### src/hdl/cwf_pkg.sv
// Purpose: shared constants for the watchdog/fail-safe controller and its host end
// Assumes: one 125 MHz clock, byte-wide frame stream already deframed
// Notes:   register addresses are the device's byte register addresses
package cwf_pkg;
  localparam logic [7:0]  SPC_RESET_HDR   = 8'hBE;
  localparam logic [7:0]  SPC_UPDATE_HDR  = 8'hB8;
  localparam logic [7:0]  BCAST_ID        = 8'hBF;
  localparam logic [15:0] CRC_POLY        = 16'hA001;
  localparam logic [15:0] CRC_INIT        = 16'h0000;
  localparam logic [7:0]  SYS_CFG_ADDR    = 8'h4A;
  localparam logic [7:0]  FAULT_TYPE_ADDR = 8'h57;
  localparam logic [7:0]  FAULT_SETUP_ADDR = 8'h58;
  localparam int          TAP_LSB         = 0;
  localparam logic [4:0]  TAP_RESET       = 5'h16;
  localparam int          WDOG_W          = 25;
  localparam int          WDOG_FLAG_BIT   = 0;
  localparam int          OPEN_FLAG_BIT   = 1;
  localparam int          FDLY_LSB        = 0;
  localparam int          FDLY_W          = 4;
  localparam logic [3:0]  FDLY_RESET      = 4'h0;
  // delay unit per fault_report_delay step, in us
  localparam int          FDLY_STEP_US    = 1;
  localparam int          CLK_MHZ         = 125;
  localparam int          FDLY_STEP_CYC   = (FDLY_STEP_US * CLK_MHZ < 1) ? 1 : FDLY_STEP_US * CLK_MHZ;
  localparam logic [11:0] PWM_98          = 12'hFAE;
  localparam logic [11:0] PWM_FULL_DEF    = 12'h000;
  localparam int          NCH             = 12;
  typedef enum logic [1:0] {FS_OFF, FS_M1, FS_M2, FS_M3} cwf_fsmode_t;
endpackage
### src/hdl/cwf_link_if.sv
// Purpose: link between host end and device end (deframed byte stream)
// Assumes: single clock ref_clk
// Notes:   fault_output_n is open drain; resolved here from its enable
`timescale 1ns/1ps
`default_nettype none
interface cwf_link_if (input wire logic ref_clk);
  logic       byte_valid;
  logic [7:0] byte_data;
  logic       frame_end;
  logic       frame_err;
  logic       fault_oe;
  logic       fault_output_n;
  assign fault_output_n = ~fault_oe;
  modport dev  (input byte_valid, byte_data, frame_end, frame_err, output fault_oe);
  modport host (output byte_valid, byte_data, frame_end, frame_err, input fault_output_n);
endinterface
`default_nettype wire

### src/hdl/cwf_device.sv
// Purpose: communication watchdog and operating-state controller, device end
// Assumes: byte stream from a UART deframer; parity error reported on frame_err
// Notes:   register writes come as plain frames: header 0x80, id, addr, data, crc
// Function
// RULE1: register-reset broadcast BE,BF,crc resets all
// RULE2: update broadcast B8,BF,crc to all devices
// RULE3: after undervoltage release, init: defaults, outputs off
// RULE4: normal state drives outputs from registers
// RULE5: 25-bit watchdog counter, tap from register 4Ah
// RULE6: tap resets to bit 22
// RULE7: timeout with watchdog active enters fail-safe
// RULE8: mode follows four-level select input live
// RULE9: disabled: watchdog inactive, normal registers drive
// RULE10: mode 1 uses default registers
// RULE11: mode 2 forces outputs off
// RULE12: mode 3 forces outputs on at 98%
// RULE13: set watchdog flag; fault pin low after delay
// RULE14: clearing flag exits, resets counter, releases pin
// RULE15: host reinitializes configuration after exit
// RULE16: fault protection stays active in fail-safe
// RULE17: mode 3 sets open flag; host clears
// RULE18: CRC reflected A001, zero init, low byte first
// RULE19: good frame restarts counter; disabled holds clear
// RULE20: select input two-bit code 00..11
`timescale 1ns/1ps
`default_nettype none
module cwf_device
  import cwf_pkg::*;
(
  // clock and reset
  input  wire logic              ref_clk,
  input  wire logic              nrst,
  // link
  cwf_link_if.dev                link,
  // analog side
  input  wire logic [1:0]        failsafe_mode_select_input,
  input  wire logic              analog_fault,
  input  wire logic [NCH*12-1:0] norm_pwm,
  input  wire logic [NCH*12-1:0] def_pwm,
  // outputs
  output logic      [NCH*12-1:0] led_pwm,
  output logic                   led_enable,
  output logic                   in_failsafe,
  output logic                   update_pulse,
  output logic                   protect_active,
  output logic      [7:0]        fault_type_reg
);
  typedef enum logic [1:0] {ST_INIT, ST_NORMAL, ST_FAILSAFE} cwf_state_t;

  typedef struct packed {
    cwf_state_t          state;
    cwf_fsmode_t         fs_mode;
    logic [WDOG_W-1:0]   wdog;
    logic [4:0]          watchdog_tap_select;
    logic [FDLY_W-1:0]   fault_report_delay;
    logic                comm_watchdog_fault_flag;
    logic                led_open_fault_flag;
    logic [2:0]          pos;
    logic [7:0]          hdr;
    logic [7:0]          id;
    logic [7:0]          addr;
    logic [7:0]          wdata;
    logic [15:0]         crc;
    logic [15:0]         crc_rx;
    logic                fault_lvl;
    logic [FDLY_W+7:0]   dly_cnt;
    logic                fault_oe;
    logic                upd;
  } cwf_dev_t;

  cwf_dev_t r, next_r;

  function automatic logic [15:0] crc_byte(input logic [15:0] c, input logic [7:0] b);
    logic [15:0] x;
    x = c ^ {8'h00, b};
    for (int i = 0; i < 8; i++) begin
      x = x[0] ? ((x >> 1) ^ CRC_POLY) : (x >> 1); // RULE18
    end
    return x;
  endfunction

  logic frame_ok;
  logic is_reset_cmd;
  logic crc_good;
  logic [FDLY_W+7:0] dly_target;
  logic [15:0]       crc_fin;

  always_comb begin
    // the frame-end byte is still on the link: fold the last covered byte and
    // take the high crc byte from the link, not from registered state
    crc_fin      = (r.pos >= 3'd4) ? crc_byte(r.crc, r.crc_rx[7:0]) : r.crc; // RULE18
    crc_good     = link.byte_valid && (crc_fin == {link.byte_data, r.crc_rx[15:8]}); // RULE18
    frame_ok     = link.frame_end && !link.frame_err && crc_good;
    is_reset_cmd = frame_ok && r.pos == 3'd3 && r.hdr == SPC_RESET_HDR && r.id == BCAST_ID; // RULE1
    dly_target   = (FDLY_W + 8)'(r.fault_report_delay * FDLY_STEP_CYC);
    next_r = r;
    next_r.upd = 1'b0;
    // byte assembly; crc covers everything before the two crc bytes
    if (link.byte_valid) begin
      next_r.pos = (r.pos == 3'd7) ? r.pos : r.pos + 3'd1;
      next_r.crc_rx = {link.byte_data, r.crc_rx[15:8]}; // RULE18
      next_r.crc = r.pos < 3'd2 ? crc_byte(r.crc, link.byte_data) : r.crc;
      case (r.pos)
        3'd0: begin
          next_r.hdr = link.byte_data;
        end
        3'd1: begin
          next_r.id = link.byte_data;
        end
        default: begin
        end
      endcase
      if (r.pos >= 3'd2) begin
        // last two bytes are only the crc when the frame ends; fold older byte in late
        next_r.crc = (r.pos >= 3'd4) ? crc_byte(r.crc, r.crc_rx[7:0]) : r.crc;
        if (r.pos == 3'd2) next_r.addr = link.byte_data;
        if (r.pos == 3'd3) next_r.wdata = link.byte_data;
      end
    end
    if (link.frame_end) begin
      next_r.pos = 3'd0;
      next_r.crc = CRC_INIT;
      next_r.crc_rx = 16'h0000;
    end
    // mode select is followed live
    next_r.fs_mode = cwf_fsmode_t'(failsafe_mode_select_input); // RULE8 RULE20
    case (r.state)
      ST_INIT: begin
        if (frame_ok) next_r.state = ST_NORMAL; // RULE3
      end
      ST_NORMAL: begin
        if (r.fs_mode != FS_OFF && r.wdog[r.watchdog_tap_select]) begin
          next_r.state = ST_FAILSAFE; // RULE7
          next_r.comm_watchdog_fault_flag = 1'b1; // RULE13
          if (r.fs_mode == FS_M3) next_r.led_open_fault_flag = 1'b1; // RULE17
        end
      end
      ST_FAILSAFE: begin
        if (!r.comm_watchdog_fault_flag) begin
          next_r.state = ST_NORMAL; // RULE14
          next_r.wdog = '0;
        end
      end
      default: next_r.state = ST_INIT;
    endcase
    // watchdog counter
    if (r.fs_mode == FS_OFF || r.state != ST_NORMAL || frame_ok) begin
      next_r.wdog = '0; // RULE9 RULE19
    end else begin
      next_r.wdog = r.wdog + 25'h0000001; // RULE5
    end
    // register writes: 4-byte header+id+addr+data plus crc
    if (frame_ok && r.pos == 3'd5 && r.hdr[7] && !r.hdr[6]) begin
      if (r.addr == SYS_CFG_ADDR) next_r.watchdog_tap_select = r.wdata[TAP_LSB +: 5]; // RULE5
      if (r.addr == FAULT_SETUP_ADDR) next_r.fault_report_delay = r.wdata[FDLY_LSB +: FDLY_W];
      if (r.addr == FAULT_TYPE_ADDR) begin
        // set wins for the watchdog flag: one raised this cycle survives the clear; the open flag only clears outside fail-safe
        if (!r.wdata[WDOG_FLAG_BIT] && !(next_r.state == ST_FAILSAFE && r.state == ST_NORMAL))
          next_r.comm_watchdog_fault_flag = 1'b0; // RULE14
        if (!r.wdata[OPEN_FLAG_BIT] && r.state != ST_FAILSAFE)
          next_r.led_open_fault_flag = 1'b0; // RULE17
      end
    end
    if (frame_ok && r.pos == 3'd3 && r.hdr == SPC_UPDATE_HDR && r.id == BCAST_ID)
      next_r.upd = 1'b1; // RULE2
    // delayed fault pin follows the flag level
    if (r.comm_watchdog_fault_flag != r.fault_lvl) begin
      next_r.fault_lvl = r.comm_watchdog_fault_flag;
      next_r.dly_cnt = '0;
    end else if (r.fault_oe != r.fault_lvl) begin
      if (r.dly_cnt >= dly_target) next_r.fault_oe = r.fault_lvl; // RULE13 RULE14
      else next_r.dly_cnt = r.dly_cnt + 12'h001;
    end
    if (is_reset_cmd) begin
      next_r = '0; // RULE1 RULE3
      next_r.watchdog_tap_select = TAP_RESET;
      next_r.fault_report_delay = FDLY_RESET;
      next_r.fs_mode = cwf_fsmode_t'(failsafe_mode_select_input);
    end
  end

  always_ff @(posedge ref_clk or negedge nrst) begin
    if (!nrst) begin
      r <= '{state: ST_INIT, fs_mode: FS_OFF, watchdog_tap_select: TAP_RESET, // RULE3 RULE6
             fault_report_delay: FDLY_RESET, default: '0};
    end else begin
      r <= next_r;
    end
  end

  // output mux
  always_comb begin
    led_pwm    = norm_pwm; // RULE4 RULE9
    led_enable = (r.state != ST_INIT); // RULE3
    if (r.state == ST_FAILSAFE) begin
      case (r.fs_mode)
        FS_M1: led_pwm = def_pwm; // RULE10
        FS_M2: led_enable = 1'b0; // RULE11
        FS_M3: led_pwm = {NCH{PWM_98}}; // RULE12
        default: led_pwm = norm_pwm;
      endcase
    end
  end

  // analog protection is never masked by fail-safe
  assign protect_active = analog_fault; // RULE16
  assign in_failsafe    = (r.state == ST_FAILSAFE);
  assign update_pulse   = r.upd;
  assign link.fault_oe  = r.fault_oe;
  assign fault_type_reg = {6'h00, r.led_open_fault_flag, r.comm_watchdog_fault_flag};
endmodule
`default_nettype wire

### src/flat_wrapper.sv
// flat-port wrapper written by rule: the top's interface ports become plain ports
module cwf_device_flat import cwf_pkg::*;
  (ref_clk, nrst, failsafe_mode_select_input, analog_fault, norm_pwm, def_pwm, led_pwm, led_enable, in_failsafe, update_pulse, protect_active, fault_type_reg, link_byte_valid, link_byte_data, link_frame_end, link_frame_err, link_fault_oe);
  cwf_link_if link_i (.ref_clk(ref_clk));
  input  wire logic ref_clk;
  input  wire logic nrst;
  input  wire logic [1:0] failsafe_mode_select_input;
  input  wire logic analog_fault;
  input  wire logic [NCH*12-1:0] norm_pwm;
  input  wire logic [NCH*12-1:0] def_pwm;
  output logic      [NCH*12-1:0] led_pwm;
  output logic led_enable;
  output logic in_failsafe;
  output logic update_pulse;
  output logic protect_active;
  output logic      [7:0] fault_type_reg;
  input wire logic [$bits(link_i.byte_valid)-1:0] link_byte_valid;
  input wire logic [$bits(link_i.byte_data)-1:0] link_byte_data;
  input wire logic [$bits(link_i.frame_end)-1:0] link_frame_end;
  input wire logic [$bits(link_i.frame_err)-1:0] link_frame_err;
  output wire logic [$bits(link_i.fault_oe)-1:0] link_fault_oe;
  assign link_i.byte_valid = link_byte_valid;
  assign link_i.byte_data = link_byte_data;
  assign link_i.frame_end = link_frame_end;
  assign link_i.frame_err = link_frame_err;
  assign link_fault_oe = link_i.fault_oe;
  cwf_device u_core (.ref_clk(ref_clk), .nrst(nrst), .link(link_i), .failsafe_mode_select_input(failsafe_mode_select_input), .analog_fault(analog_fault), .norm_pwm(norm_pwm), .def_pwm(def_pwm), .led_pwm(led_pwm), .led_enable(led_enable), .in_failsafe(in_failsafe), .update_pulse(update_pulse), .protect_active(protect_active), .fault_type_reg(fault_type_reg));
endmodule
### config.mk
export PLATFORM = sky130hd
export DESIGN_NAME = cwf_device_flat
export DESIGN_NICKNAME = d
export VERILOG_FILES = /design/src/hdl/cwf_pkg.sv /design/src/hdl/cwf_link_if.sv /design/src/hdl/cwf_device.sv /design/src/flat_wrapper.sv
export SDC_FILE = /design/constraint.sdc
export NUM_CORES = 1
export LEC_CHECK = 0
export BUFFER_PORTS_ARGS = -buffer_cell sky130_fd_sc_hd__clkbuf_2
export CAP_MARGIN = 40
export CORE_AREA = 2 2 177 179
export CTS_CLUSTER_SIZE = 14
export DETAILED_ROUTE_END_ITERATION = 10
export DIE_AREA = 0 0 179 181
export PLACE_DENSITY = 0.58
export SLEW_MARGIN = 10
export SYNTH_ARGS = -nofsm -noshare
export SYNTH_HDL_FRONTEND = slang
export SYNTH_SLANG_ARGS = --single-unit
### constraint.sdc
create_clock -name ref_clk -period 5.99 [get_ports ref_clk]
set_input_delay 0.599 -clock ref_clk [delete_from_list [all_inputs] [get_ports ref_clk]]
set_output_delay 0.599 -clock ref_clk [all_outputs]
set_load 0.05 [all_outputs]
==> results of run 1 <==
## metrics by stage
| stage | setup slack, ns | instances | hold slack, ns |
|---|---|---|---|
| finish | 1.17 | 2070 | 0.233 |
| CTS | 1.12 | 2067 | 0.242 |
| global route | 0.765 | 2068 | 0.273 |
| floorplan | 1.06 | 1272 | 0.303 |
| detailed placement | 1.11 | 2035 | 0.480 |
| global placement | 1.25 | 2031 | 0.471 |
## power breakdown
part	leakage (nW)	switching, mW	internal [mW]
clock network	0.283	0.401	0.657
logic	4.50	0.789	0.390
registers	1.57	0.0800	0.878
## routing by layer
layer	track usage [%]	wire [µm]	vias to the layer above
met5	0	110	-
met4	3.06	337	18
met3	9.91	5040	43
met2	47.7	22200	485
met1	39.9	21200	4910
li1	-	-	4988
## worst min-delay path by stage
stage                                           to  cells after the start  slack, ns          from
after floorplan           u_core.fault_type_reg[0]                      0       0.30          nrst
after global placement                u_core.r[92]                      1       0.47  u_core.r[51]
after detailed placement              u_core.r[71]                      2       0.48  u_core.r[71]
after CTS                             u_core.r[36]                      1       0.24          nrst
after global routing                  u_core.r[36]                      1       0.27          nrst
final                                 u_core.r[36]                      1       0.23          nrst
## placed cells by master (no fill, tap or decap), types with 5 or more instances in the layout
cell / n
sky130_fd_sc_hd__nand2_1: 200
sky130_fd_sc_hd__buf_4: 13
sky130_fd_sc_hd__clkbuf_2: 451
sky130_fd_sc_hd__clkbuf_16: 17
sky130_fd_sc_hd__nor2_1: 194
sky130_fd_sc_hd__a21o_1: 6
sky130_fd_sc_hd__and3_1: 14
sky130_fd_sc_hd__xor2_1: 45
sky130_fd_sc_hd__conb_1: 6
sky130_fd_sc_hd__nor2b_1: 13
sky130_fd_sc_hd__a21oi_1: 54
sky130_fd_sc_hd__inv_1: 28
sky130_fd_sc_hd__mux2i_1: 34
sky130_fd_sc_hd__o21ai_0: 154
sky130_fd_sc_hd__nand2b_1: 41
sky130_fd_sc_hd__a211oi_1: 6
sky130_fd_sc_hd__clkinv_4: 5
sky130_fd_sc_hd__nor2_2: 19
sky130_fd_sc_hd__xnor2_1: 64
sky130_fd_sc_hd__dfrtp_1: 115
sky130_fd_sc_hd__ha_1: 32
sky130_fd_sc_hd__mux4_2: 7
sky130_fd_sc_hd__fa_1: 7
sky130_fd_sc_hd__nor4_1: 5
sky130_fd_sc_hd__nand4_1: 12
sky130_fd_sc_hd__nand3_1: 46
## cell families (layout without fill, tap and decap cells)
kind of cell | Yosys count | in the layout | share of synthesized area (%)
and+or+nand+nor | 570 | 570 | 26.7
buffers and inverters | 130 | 529 | 5.86
xor gates and xnor gates | 113 | 113 | 10.7
AOI/OAI and AO/OA | 253 | 253 | 14.6
other | 1 | 9 | 0.0392
DFF | 119 | 119 | 31.2
adders and majority gates | 39 | 39 | 5.65
muxes | 42 | 42 | 5.32
## cell type report
cell class                      instances  share of cell area (%)
Clock buffer                           18                    3.39
Timing Repair Buffer                  467                    19.1
Clock inverter                         14                    1.40
Tap cell                              396                    3.91
Antenna cell                            3                  0.0592
Inverter                               30                   0.888
Sequential cell                       119                    23.6
Multi-Input combinational cell       1023                    47.8
==> results, run 1 <==
- In this run the post-CTS setup repair buffer count came out at 0.
- Among all stages on the critical path, the largest delay is contributed by sky130_fd_sc_hd__fa_1.
- The pin count of the biggest net entering global routing is 144.
- Global routing used 29.7% of the available tracks across all layers.
- In this run the count of I/O pins placed on the die edge is approximately 460.
- Walking the worst path, the cells encountered are fa_1, inv_1, fa_1, inv_1, ha_1, a21oi_1, o21bai_1, a21oi_1, o21ai_0, a21oi_1, xor2_1, ha_1, a211o_1, a211oi_1, buf_4, nand4_1, or3_1, a21oi_1.
- The register with the most flip-flops in the layout has between 100 and 150 of them.
- The max-slew violation total from the final report is 0.
- The synthesized netlist occupies a cell area of 0.00957 mm².
- After filler insertion, the fill cell instance count of the layout stands at between 3,000 and 4,000.
- The number of buffer cells added on primary ports is 452.
- The first detailed-routing pass ran for 5 iterations.
- During synthesis, Yosys emitted a total of 0 warnings.
- The final-stage net count is 2,001.
- The largest single stage delay on the critical path is roughly 0.65 ns.
- The first global-routing pass estimated between 60 and 70 mm of wire.
- The floorplan step defined a die boundary enclosing ~0.032 mm².
- In the synthesized netlist the dominant register cell turns out to be sky130_fd_sc_hd__dfrtp_1.
- The overall die width is 179 µm.
- The initial antenna violation count is 18.
- Data on the critical path is required at its endpoint by 6.34 ns.
- In the routed design, unresolved DRC markers number 0.
- The internal reg-to-reg setup slack is 1.17 ns.
- The cell count after synthesis is between 1,000 and 1,500.
- With fillers left out, the area of the finished cells amounts to roughly 0.013 mm².
- The critical path startpoint is u_core.r[86].
- The hold-fix buffer count after cts is 0.
- The count of final hold-check violations is 0.
- The power density over cell area is ~250 mW/mm².
- The classification of the worst-slack hold path is in -> async.
- Adding up every negative setup slack in the final design gives 0 ns.
- The worst setup path is captured at a register.
- The clock-pin slew on the worst setup and hold paths is 0.07 ns.
- The site row count is 64.
- For this run, the share of the core covered by cells in the final layout is a little over two fifths.
- The growth of design area from synthesis to finish is 32.5%.
- The wire length per cell is roughly 24 µm.
- The proportion of register bits with asynchronous set or reset after synthesis is between 90% and 100%.
- The total of endpoints with negative setup slack in the final report is 0.
- After detailed routing, the total wire length is around 49 mm.
- By count the netlist is led by sky130_fd_sc_hd__nand2_1, sky130_fd_sc_hd__nor2_1, sky130_fd_sc_hd__o21ai_0, sky130_fd_sc_hd__dfrtp_1, sky130_fd_sc_hd__clkbuf_1.
- The flow ran to the end, and the final reports show no timing, DRC or antenna violations.
- The number of distinct standard cells referenced by the synthesized netlist is 61.
- Summed over all instances, the cell type with the most area after synthesis is sky130_fd_sc_hd__dfrtp_1.
- The share of synthesized area in the top cell type comes to 30.3%.
- The number of global-route vias before repair is a little over 10,000.
- In this run the worst path has a maximum fanout of 9.
- At the worst endpoint, the arrival time is approximately 5.2 ns.
- The cell area after placement is ~0.012 mm².
- The later-pin clock latency in the skew report is ~0.42 ns.
- Clock skew on the completed layout was measured at about 0.011 ns.
- The worst pin sits at a relative slew slack of a little over two fifths.
- Routability-driven placement finished with a final weighted congestion of around 1.0.
- The number of cells on the critical path is 18.
- The classification of the worst setup path is reg -> reg.
- The via count normalized by instance count is between 5 and 6.
- Synthesis inferred roughly 120 register bits.
- Subtracting the final worst setup slack from the clock period gives just under 5 ns.
- In this run the critical register-to-register path is captured at u_core.r[11].
- Across the VDD grid, the largest voltage drop is about 0.19 mV.
- The cell sitting at the root of the clock tree is a sky130_fd_sc_hd__clkbuf_16.
- The region available for standard cell placement spans 0.0303 mm².
- The actual slew at the worst max-slew pin is approximately 0.85 ns.
- The number of sinks on the clock net is 119.
- The detailed router's first-iteration violation count is roughly 900.
- The sequential fraction of the synthesis area is roughly 31%.
- The starting density of the core is about a third.
- The die is ~180 µm tall.
- STA classifies the critical path startpoint as a register.
- Power comes to between 3 and 4 mW.
- In this run the critical register-to-register path is launched from u_core.r[86].
- The cell with the most instances on the worst path is sky130_fd_sc_hd__a21oi_1.
- The static power due to leakage is 6.35 nW.
- Among cell families on the critical path, the largest total delay comes from adder cells.
- Global routing finished with a remaining overflow of 0.
- Gates resized during post-CTS repair numbered 0.
- The dominant cell by count in the synthesized netlist is sky130_fd_sc_hd__nand2_1.
- After legalization and detailed placement, the total HPWL measured a little over 40 mm.
- The number of levels the H-tree was split into is 4.
- The highest clock rate is about 210 MHz.
- Measured in cells, the most critical reg-to-reg path has a length of 18.
- The area of all sequential standard cells is 0.00299 mm².
- The clock tree from TritonCTS is done.
- The capture point of the critical path is u_core.r[11].
- After synthesis, the mean cell area works out to about 7.6 µm².
- In the final layout, the multi-input gates occupy 0.00605 mm².
- The number of enable flip-flop cells after synthesis is 0.
- The reported max-cap violation count is 0.
- The number of nets with antenna violations after routing is 0.
- Dividing the final minimum period by the clock period gives between 80% and 90%.
- Sorting the synthesized cells by area gives the leading types as sky130_fd_sc_hd__dfrtp_1, sky130_fd_sc_hd__o21ai_0, sky130_fd_sc_hd__nand2_1.
- In this run the deepest clock path goes through 2 buffers.
- Setup repair after global routing left no endpoint under its margin.
- The sum of buffers and inverters on the critical path is 3.
- The total number of vias is 10,400.
- The CTS buffer count is 17.
- The post-route netlist has approximately 32% of its cells at a drive strength greater than 1.
Note: power is estimated with default switching activity, not from simulation.
==> run 2: changes to the inputs <==
- ABC_AREA: not set -> 1
- CORE_AREA: 2 2 177 179 -> 2 2 180 182
- DIE_AREA: 0 0 179 181 -> 0 0 182 184
- clock period: 5.99 -> 4.1 ns (I/O delays scaled with it)
==> run 2 against run 1 <==
The flow now finishes with violations (setup timing). Register-to-register slack got worse by 1.3 ns. Worst hold slack got worse by 0.12 ns. Maximum frequency increased by 15%. Synthesized cell count increased by 6.7%. Die area increased by 3.4%. Non-clock buffer count increased by 27. Clock power increased by 53%. Sequential power increased by 45%. Sequential share of layout area decreased by 1.4 points. Routed wire length increased by 9.7%. Largest cell class unchanged. Largest power group is now the clock network.
==> results, run 2 <==
- The total grt overflow is 0.
- Of the synthesized area, sequential elements account for between 30% and 40%.
- The count of final hold-check violations is 0.
- At the end of routability-driven placement, the weighted congestion stood at roughly 0.9.
- Along the worst hold path, the cell count comes to 1.
- For the finished layout, the period the worst path requires is around 4.2 ns.
- The sequential group share of total power is 30.4%.
- TritonCTS built the clock tree.
- The worst setup path is launched from a register.
- In the global route stage, overall resource usage came out at a little under a third.
- Entering global routing, the biggest net connects 109 pins.
- Among all cell types in the netlist, the one instantiated most often is sky130_fd_sc_hd__nand2_1.
- The initial antenna violation count is 6.
- The worst vdd rail ir drop is approximately 0.25 mV.
- Based on the critical path, the design can be clocked at up to between 200 and 250 MHz.
- The worst register-to-register path has a depth of 21.
- Among all flip-flop cells after synthesis, the most frequent one is sky130_fd_sc_hd__dfrtp_1.
- After synthesis, the cell types taking the most area are sky130_fd_sc_hd__dfrtp_1, sky130_fd_sc_hd__nand2_1, sky130_fd_sc_hd__inv_1.
- The later-pin clock latency in the skew report is about 0.42 ns.
- During synthesis, Yosys emitted a total of 0 warnings.
- The internal reg-to-reg setup slack is -0.09 ns.
- The starting density of the core is 29.8%.
- The clock net in this run drives a total of approximately 120 sinks.
- In the layout the commonest cells are sky130_fd_sc_hd__clkbuf_2, sky130_fd_sc_hd__nand2_1, sky130_fd_sc_hd__inv_1.
- The critical path is of the reg -> reg type.
- The largest total area in the synthesized netlist belongs to sky130_fd_sc_hd__dfrtp_1.
- The fraction of final layout cells with drive strength greater than 1 is a little under a third.
- The worst register-to-register path ends at u_core.r[7].
- The worst slack at placement is -0.114 ns.
- The multi-input combinational cells in the finished layout cover a total of around 0.0052 mm².
- The number of distinct standard cells referenced by the synthesized netlist is 45.
- The checks that failed: setup timing.
- The core area is about 0.031 mm².
- The first global-routing pass estimated between 70 and 80 mm of wire.
- In the synthesized netlist, the number of instances is 1,352.
- The area of the mapped netlist is 0.00937 mm².
- Along the worst path, the maximum fanout reaches 7.
- The classification of the worst-slack hold path is in -> reg.
- The most common cell after layout, fill and taps aside is sky130_fd_sc_hd__clkbuf_2.
- The launch point of the worst reg-to-reg path is u_core.r[87].
- The type of destination of the critical path is a register.
- The CTS root buffer is sky130_fd_sc_hd__clkbuf_16.
- The number of enable flip-flop cells after synthesis is 0.
- For this run, the detailed router's first-pass iteration total came to 6.
- The mean instance size in the synthesized netlist is between 6 and 7 µm².
- Power spread over the standard cell area amounts to 339 mW/mm².
- The number of flip-flops in the largest register is about 120.
- Clock-pin slew was measured on the worst setup and hold paths at around 0.050 ns.
- After detailed routing, the number of remaining DRC violations is 0.
- Across the whole layout, storage elements account for 0.00298 mm².
- The die is between 150 and 200 µm wide.
- Setup repair after global routing could not meet its margin everywhere.
- The max-slew headroom at the worst pin is about half.
- The aggregate routed wire length is around 54 mm.
- After synthesis, the share of flip-flops with an asynchronous set or reset is 100%.
- Once detail routing completed, the nets flagged for antenna violations numbered 0.
- The part of the power in combinational logic is 34.3%.
- The max-slew violation total from the final report came to 0.
- The area of the die is around 0.033 mm².
- The detailed placement HPWL is approximately 45 mm.
- The site row count is 65.
- The cell area after placement is 0.0127 mm².
- Measured along the y axis, the die boundary spans about 180 µm.
- Of the total power, the clock network draws about a third.
- Net switching is 36.7% of the power.
- Fill cells in the final layout number between 3,000 and 4,000.
- The final layout contains between 2,000 and 2,500 nets.
- The wire length per cell is about 24 µm.
- The final instance area is about 0.013 mm².
- The actual slew at the worst max-slew pin is 0.721 ns.
- The clock arrives with about 0.011 ns of skew.
- Once routing completed, OpenROAD measured the worst setup slack at -0.0852 ns.
- The tool flagged a number of max-cap violations equal to 0.
- The top-area cell type share of the netlist area is 31.0%.
- After detailed routing, the number of vias per cell comes to roughly 5.2.
- The critical hold path startpoint is failsafe_mode_select_input[1].
- The flow ran to the end, but the final reports show violations.
- The static power due to leakage is 7.37 nW.
- The growth of design area from synthesis to finish is 44.0%.
- By count the netlist is led by sky130_fd_sc_hd__nand2_1, sky130_fd_sc_hd__inv_1, sky130_fd_sc_hd__o22ai_1, sky130_fd_sc_hd__nand3_1, sky130_fd_sc_hd__dfrtp_1.
- The total of endpoints with negative setup slack in the final report is 7.
- The worst path uses 102% of the clock period.
- The end point of the most critical hold path is u_core.r[119].
- The routed layout has about 12,000 vias.
- Data on the critical path is required at its endpoint by approximately 4.4 ns.
- Data on the critical path arrives at its endpoint at about 4.5 ns.
- The largest buffer count on any clock path is 2.
- The number of buffer cells added on primary ports is 452.
- The number of global-route vias before repair came to around 11,000.
- The flip-flop and latch count after synthesis is ~120.
- The net switching power figure is around 1.7 mW.
- The detailed router's first-iteration violation count is approximately 1,100.
- CTS built an H-tree with a depth of 4.
- 461 I/O pins were placed.
- Cell internal power was estimated by the tool at 2.90 mW.
- Counting the buffers created by CTS gives 17.
## run 2: metal layers
metal / vias up / wire (µm) / global-route usage [%]
li1: 5367 / - / -
met4: 6 / 1430 / 9.35
met3: 55 / 5940 / 10.3
met2: 539 / 23500 / 46.4
met5: - / 40 / 0
met1: 5560 / 22700 / 41.9
## run 2: through the flow
step	utilization, %	setup TNS (ns)	std cells	total power, mW	hold WS, ns
finish	43.0	-0.310	2219	4.58	0.109
detailed placement	40.6	-0.497	2179	2.96	0.333
global route	43.0	-3.50	2216	4.80	0.0997
floorplan	-	-0.119	1357	2.35	0.114
CTS	42.7	-0.0591	2213	4.59	0.100
global placement	40.4	-0.231	2177	2.94	0.482
## run 2: repair_timing
action                                  4_1_cts  5_1_grt
pin swaps                                     9       11
hold endpoints to repair                     20        0
hold buffers                                  1        0
endpoints found under the setup margin        9       13
resized for setup                             4       13
setup buffers                                 1        3
## run 2: critical path, stage by stage (launching register included)
cell	delay (ns)
sky130_fd_sc_hd__dfrtp_1	0.40
sky130_fd_sc_hd__fa_1	0.56
sky130_fd_sc_hd__inv_1	0.06
sky130_fd_sc_hd__fa_1	0.49
sky130_fd_sc_hd__inv_2	0.05
sky130_fd_sc_hd__ha_4	0.23
sky130_fd_sc_hd__a21oi_2	0.14
sky130_fd_sc_hd__nand2_2	0.08
sky130_fd_sc_hd__a21oi_2	0.13
sky130_fd_sc_hd__o21bai_1	0.09
sky130_fd_sc_hd__nand2_1	0.07
sky130_fd_sc_hd__nand2_1	0.06
sky130_fd_sc_hd__a21oi_2	0.12
sky130_fd_sc_hd__xor2_1	0.17
sky130_fd_sc_hd__ha_1	0.28
sky130_fd_sc_hd__a211oi_2	0.22
sky130_fd_sc_hd__nand4_1	0.25
sky130_fd_sc_hd__nor2_4	0.28
sky130_fd_sc_hd__buf_4	0.15
sky130_fd_sc_hd__nand2_1	0.06
sky130_fd_sc_hd__xor2_1	0.15
sky130_fd_sc_hd__nor2_1	0.06
## run 2: final cells by class
class	count	share of cell area (%)
Inverter	253	7.06
Sequential cell	119	22.1
Antenna cell	4	0.0742
Multi-Input combinational cell	915	38.8
Timing Repair Buffer	494	23.6
Tap cell	402	3.73
Clock inverter	8	1.06
Clock buffer	24	3.64
## run 2: cell families after synthesis
group	synth area share, %
xor gates and xnor gates	4.21
adders and majority gates	5.77
and+or+nand+nor	25.9
buffers and inverters	13.9
DFF	31.8
AOI/OAI and AO/OA	18.4
other	0.0400
## run 2: worst max-delay path by stage
stage            startpoint      endpoint  slack [ns]  cells past startpoint
5_1_grt        u_core.r[87]   u_core.r[5]       -0.40                     22
4_1_cts        u_core.r[87]   u_core.r[5]       -0.02                     22
3_5_place_dp   u_core.r[86]   u_core.r[9]       -0.11                     22
6_report       u_core.r[87]   u_core.r[7]       -0.09                     21
2_1_floorplan  u_core.r[86]  u_core.r[10]       -0.10                     22
3_3_place_gp   u_core.r[86]   u_core.r[9]       -0.07                     22
## run 2: power groups by stage
stage	sequential, mW	combinational (mW)	clock [mW]
after detailed placement	1.40	1.55	0
after CTS	1.39	1.56	1.64
after global placement	1.40	1.54	0
after floorplan	1.38	0.971	0
final	1.39	1.57	1.62
after global routing	1.40	1.70	1.70
==> run 3: changes to the inputs <==
- PLACE_DENSITY: 0.58 -> 0.56
- clock period: 4.1 -> 5 ns (I/O delays scaled with it)
==> run 3 against run 2 <==
The run now ends clean. Worst hold slack better by 0.071 ns. Global-route usage down 2.3 points. Flip-flop and latch count is the same. Register-to-register slack gained 0.45 ns. Routed wire length down 8.4%. Sequential share of layout area increased by 1.5 points. First-iteration DRC count is 0.62% lower. Utilization fell by 2.8 points. Non-clock buffer count decreased by 21. Setup slack gained 0.45 ns. Clock-buffer cell count fell by 4. Critical path type unchanged. Highest routed layer unchanged. Largest cell class unchanged. Clock power fell by 22%.
==> results, run 3 (synthesis results as in run 2) <==
- The flow ran to the end, and the final reports show no timing, DRC or antenna violations.
- The placer congestion estimate is between 0.9 and 1.
- The number of flip-flops in the largest register is ~120.
- The clock-pin slew on the worst setup and hold paths is about 0.060 ns.
- The power density over cell area is around 290 mW/mm².
- The CTS root buffer is sky130_fd_sc_hd__clkbuf_16.
- The data required time of the worst path is ~5.3 ns.
- The pin count of the biggest net entering global routing is 82.
- The total instance count after detailed placement is 2,159.
- The overall die width is approximately 180 µm.
- In this run the remaining antenna-violating nets after routing total 0.
- The area of the die is roughly 0.033 mm².
- The total of endpoints with negative setup slack in the final report is 0.
- The via count normalized by instance count is around 5.1.
- On the worst path, the slowest cell contributes a delay of between 0.6 and 0.7 ns.
- The fill cell instance count of the final layout is between 3,000 and 4,000.
- The classification of the worst-slack hold path is in -> reg.
- The cell with the most instances on the worst path is sky130_fd_sc_hd__nand2_1.
- Walking the worst path, the cells encountered are fa_2, inv_1, fa_1, inv_1, ha_1, a21oi_1, nand2_1, a21oi_1, o21bai_1, nand2_1, nand2_1, a21oi_1, xor2_1, ha_1, a211oi_1, nand4_1, nor3_2, nand2_1, nor2_1, xnor2_1, nor2_1.
- Timing would allow up to 216 MHz.
- The aggregate routed wire length is between 40 and 50 mm.
- The number of global-route vias before repair is between 10,000 and 15,000.
- The count of final hold-check violations is 0.
- The H-tree was split into 4 levels.
- The multi-input combinational cells in the finished layout cover a total of just over 0.005 mm².
- The number of sinks on the clock net is roughly 120.
- The slowest cell on the critical path is sky130_fd_sc_hd__fa_2.
- Excluding fillers, the count of instances in the completed layout stands at ~2,200.
- The cell family contributing the most delay on the critical path is adder cells.
- The later-pin clock latency in the skew report is around 0.43 ns.
- The wire length per cell is approximately 22 µm.
- Across all setup checks in the final design, the least slack found is 0.368 ns.
- From bottom edge to top edge, the die measures approximately 180 µm.
- The classification of the worst setup path is reg -> reg.
- The worst slack at placement is approximately 0.17 ns.
- The final layout contains 2,122 nets.
- At the worst endpoint, the arrival time is about 5 ns.
- The worst setup path is launched from a register.
- Summed over all nets, the half-perimeter wirelength after detailed placement is just over 40 mm.
- Setup total negative slack on the finished layout was measured at 0 ns.
- The final cycle utilization of the critical path is between 90% and 100%.
- The number of buffers and inverters on the critical path is 2.
- The max-slew violation total from the final report is 0.
- Global routing used between 20% and 30% of the available tracks.
- In the routed design, unresolved DRC markers number 0.
- The area of all sequential standard cells is around 0.0030 mm².
- The first routing iteration left 1,117 violations.
- The core area is between 0.03 and 0.04 mm².
- The starting density of the core is roughly 30%.
- The most common cell after layout, fill and taps aside is sky130_fd_sc_hd__clkbuf_2.
- The CTS buffer count is 17.
- The clock passes through at most 2 buffers.
- The total power is 3.61 mW.
- The total I/O pin count is 461.
- The floorplan has 65 rows.
- The number of buffer cells added on primary ports is around 450.
- The hold slack is 0.180 ns.
- TritonCTS built the clock tree.
- The total number of vias is 11,300.
- Measured against its own limit, the worst slew margin works out to a little under two fifths.
- The worst-path maximum fanout is 6.
- The reported max-cap violation count is 0.
- The global-route wire length before repair is approximately 69 mm.
- The type of destination of the critical path is a register.
- After layout, the minimum clock period comes to approximately 4.6 ns.
- The total grt overflow is 0.
- The initial antenna violation count is 16.
- Summed over all cells, the static leakage comes to 7.02 nW.
- Between clock sinks in the finished design, the worst skew comes to 0.00847 ns.
- The actual slew at the worst max-slew pin is about 0.92 ns.
- The number of iterations in the first detailed-routing pass is 7.
- VDD sags by at most around 0.21 mV.
- In the final layout, the share of cells above drive strength 1 is 30.1%.
- The growth of design area from synthesis to finish is 34.8%.
- The top cell types in the final layout, fill and taps aside, are sky130_fd_sc_hd__clkbuf_2, sky130_fd_sc_hd__nand2_1, sky130_fd_sc_hd__inv_1.
-- run 3: worst paths after layout --
check,cells past startpoint,startpoint,slack (ns),to
min reg2reg,1,u_core.r[93],0.50,u_core.r[93]
max in group asynchronous,3,nrst,3.66,u_core.r[78]
min,1,failsafe_mode_select_input[0],0.18,u_core.r[118]
max reg2reg,21,u_core.r[85],0.37,u_core.r[10]
max,21,u_core.r[85],0.37,u_core.r[10]
min in group asynchronous,2,nrst,0.47,u_core.r[26]
-- run 3: layer usage --
layer	up-vias	global-route usage [%]	wire (µm)
met5	-	0	172
met4	28	4.52	598
met3	62	12.0	5460
met2	441	42.5	21300
met1	5419	39.1	21500
li1	5317	-	-
-- run 3: worst register-to-register path, cell delays in order, from the launching register on --
cell	delay (ns)
sky130_fd_sc_hd__dfrtp_1	0.46
sky130_fd_sc_hd__fa_2	0.65
sky130_fd_sc_hd__inv_1	0.07
sky130_fd_sc_hd__fa_1	0.50
sky130_fd_sc_hd__inv_1	0.04
sky130_fd_sc_hd__ha_1	0.34
sky130_fd_sc_hd__a21oi_1	0.16
sky130_fd_sc_hd__nand2_1	0.10
sky130_fd_sc_hd__a21oi_1	0.18
sky130_fd_sc_hd__o21bai_1	0.11
sky130_fd_sc_hd__nand2_1	0.07
sky130_fd_sc_hd__nand2_1	0.05
sky130_fd_sc_hd__a21oi_1	0.16
sky130_fd_sc_hd__xor2_1	0.16
sky130_fd_sc_hd__ha_1	0.25
sky130_fd_sc_hd__a211oi_1	0.24
sky130_fd_sc_hd__nand4_1	0.21
sky130_fd_sc_hd__nor3_2	0.30
sky130_fd_sc_hd__nand2_1	0.12
sky130_fd_sc_hd__nor2_1	0.13
sky130_fd_sc_hd__xnor2_1	0.14
sky130_fd_sc_hd__nor2_1	0.06
-- run 3: cell type report --
cell class / instances / area share, %
multi-input combinational: 915 / 40.6
timing repair buffer: 473 / 19.5
inverter: 253 / 7.53
sequential: 119 / 23.6
clock buffer: 20 / 3.62
antenna: 2 / 0.0396
clock inverter: 12 / 1.12
tap: 402 / 3.98
-- run 3: what timing repair did --
action | 4_1_cts | 5_1_grt
resized for setup | 0 | 2
endpoints found under the setup margin | 0 | 8
hold buffers | 1 | 0
setup buffers | 0 | 2
endpoints found under the hold margin | 11 | 0
-- run 3: report_power, final --
group | total [mW] | internal, mW | switching [mW]
clock | 1.27 | 0.767 | 0.498
combinational | 1.21 | 0.382 | 0.824
sequential | 1.14 | 1.06 | 0.0754
total | 3.61 | 2.21 | 1.40
-- run 3: metrics by stage --
| stage | utilization, % | instance area [µm²] |
|---|---|---|
| 2_1_floorplan | - | 9390 |
| 3_3_place_gp | 38.0 | 11900 |
| 3_5_place_dp | 38.2 | 12000 |
| 4_1_cts | 40.1 | 12600 |
| 5_1_grt | 40.2 | 12600 |
| 6_report | 40.2 | 12600 |
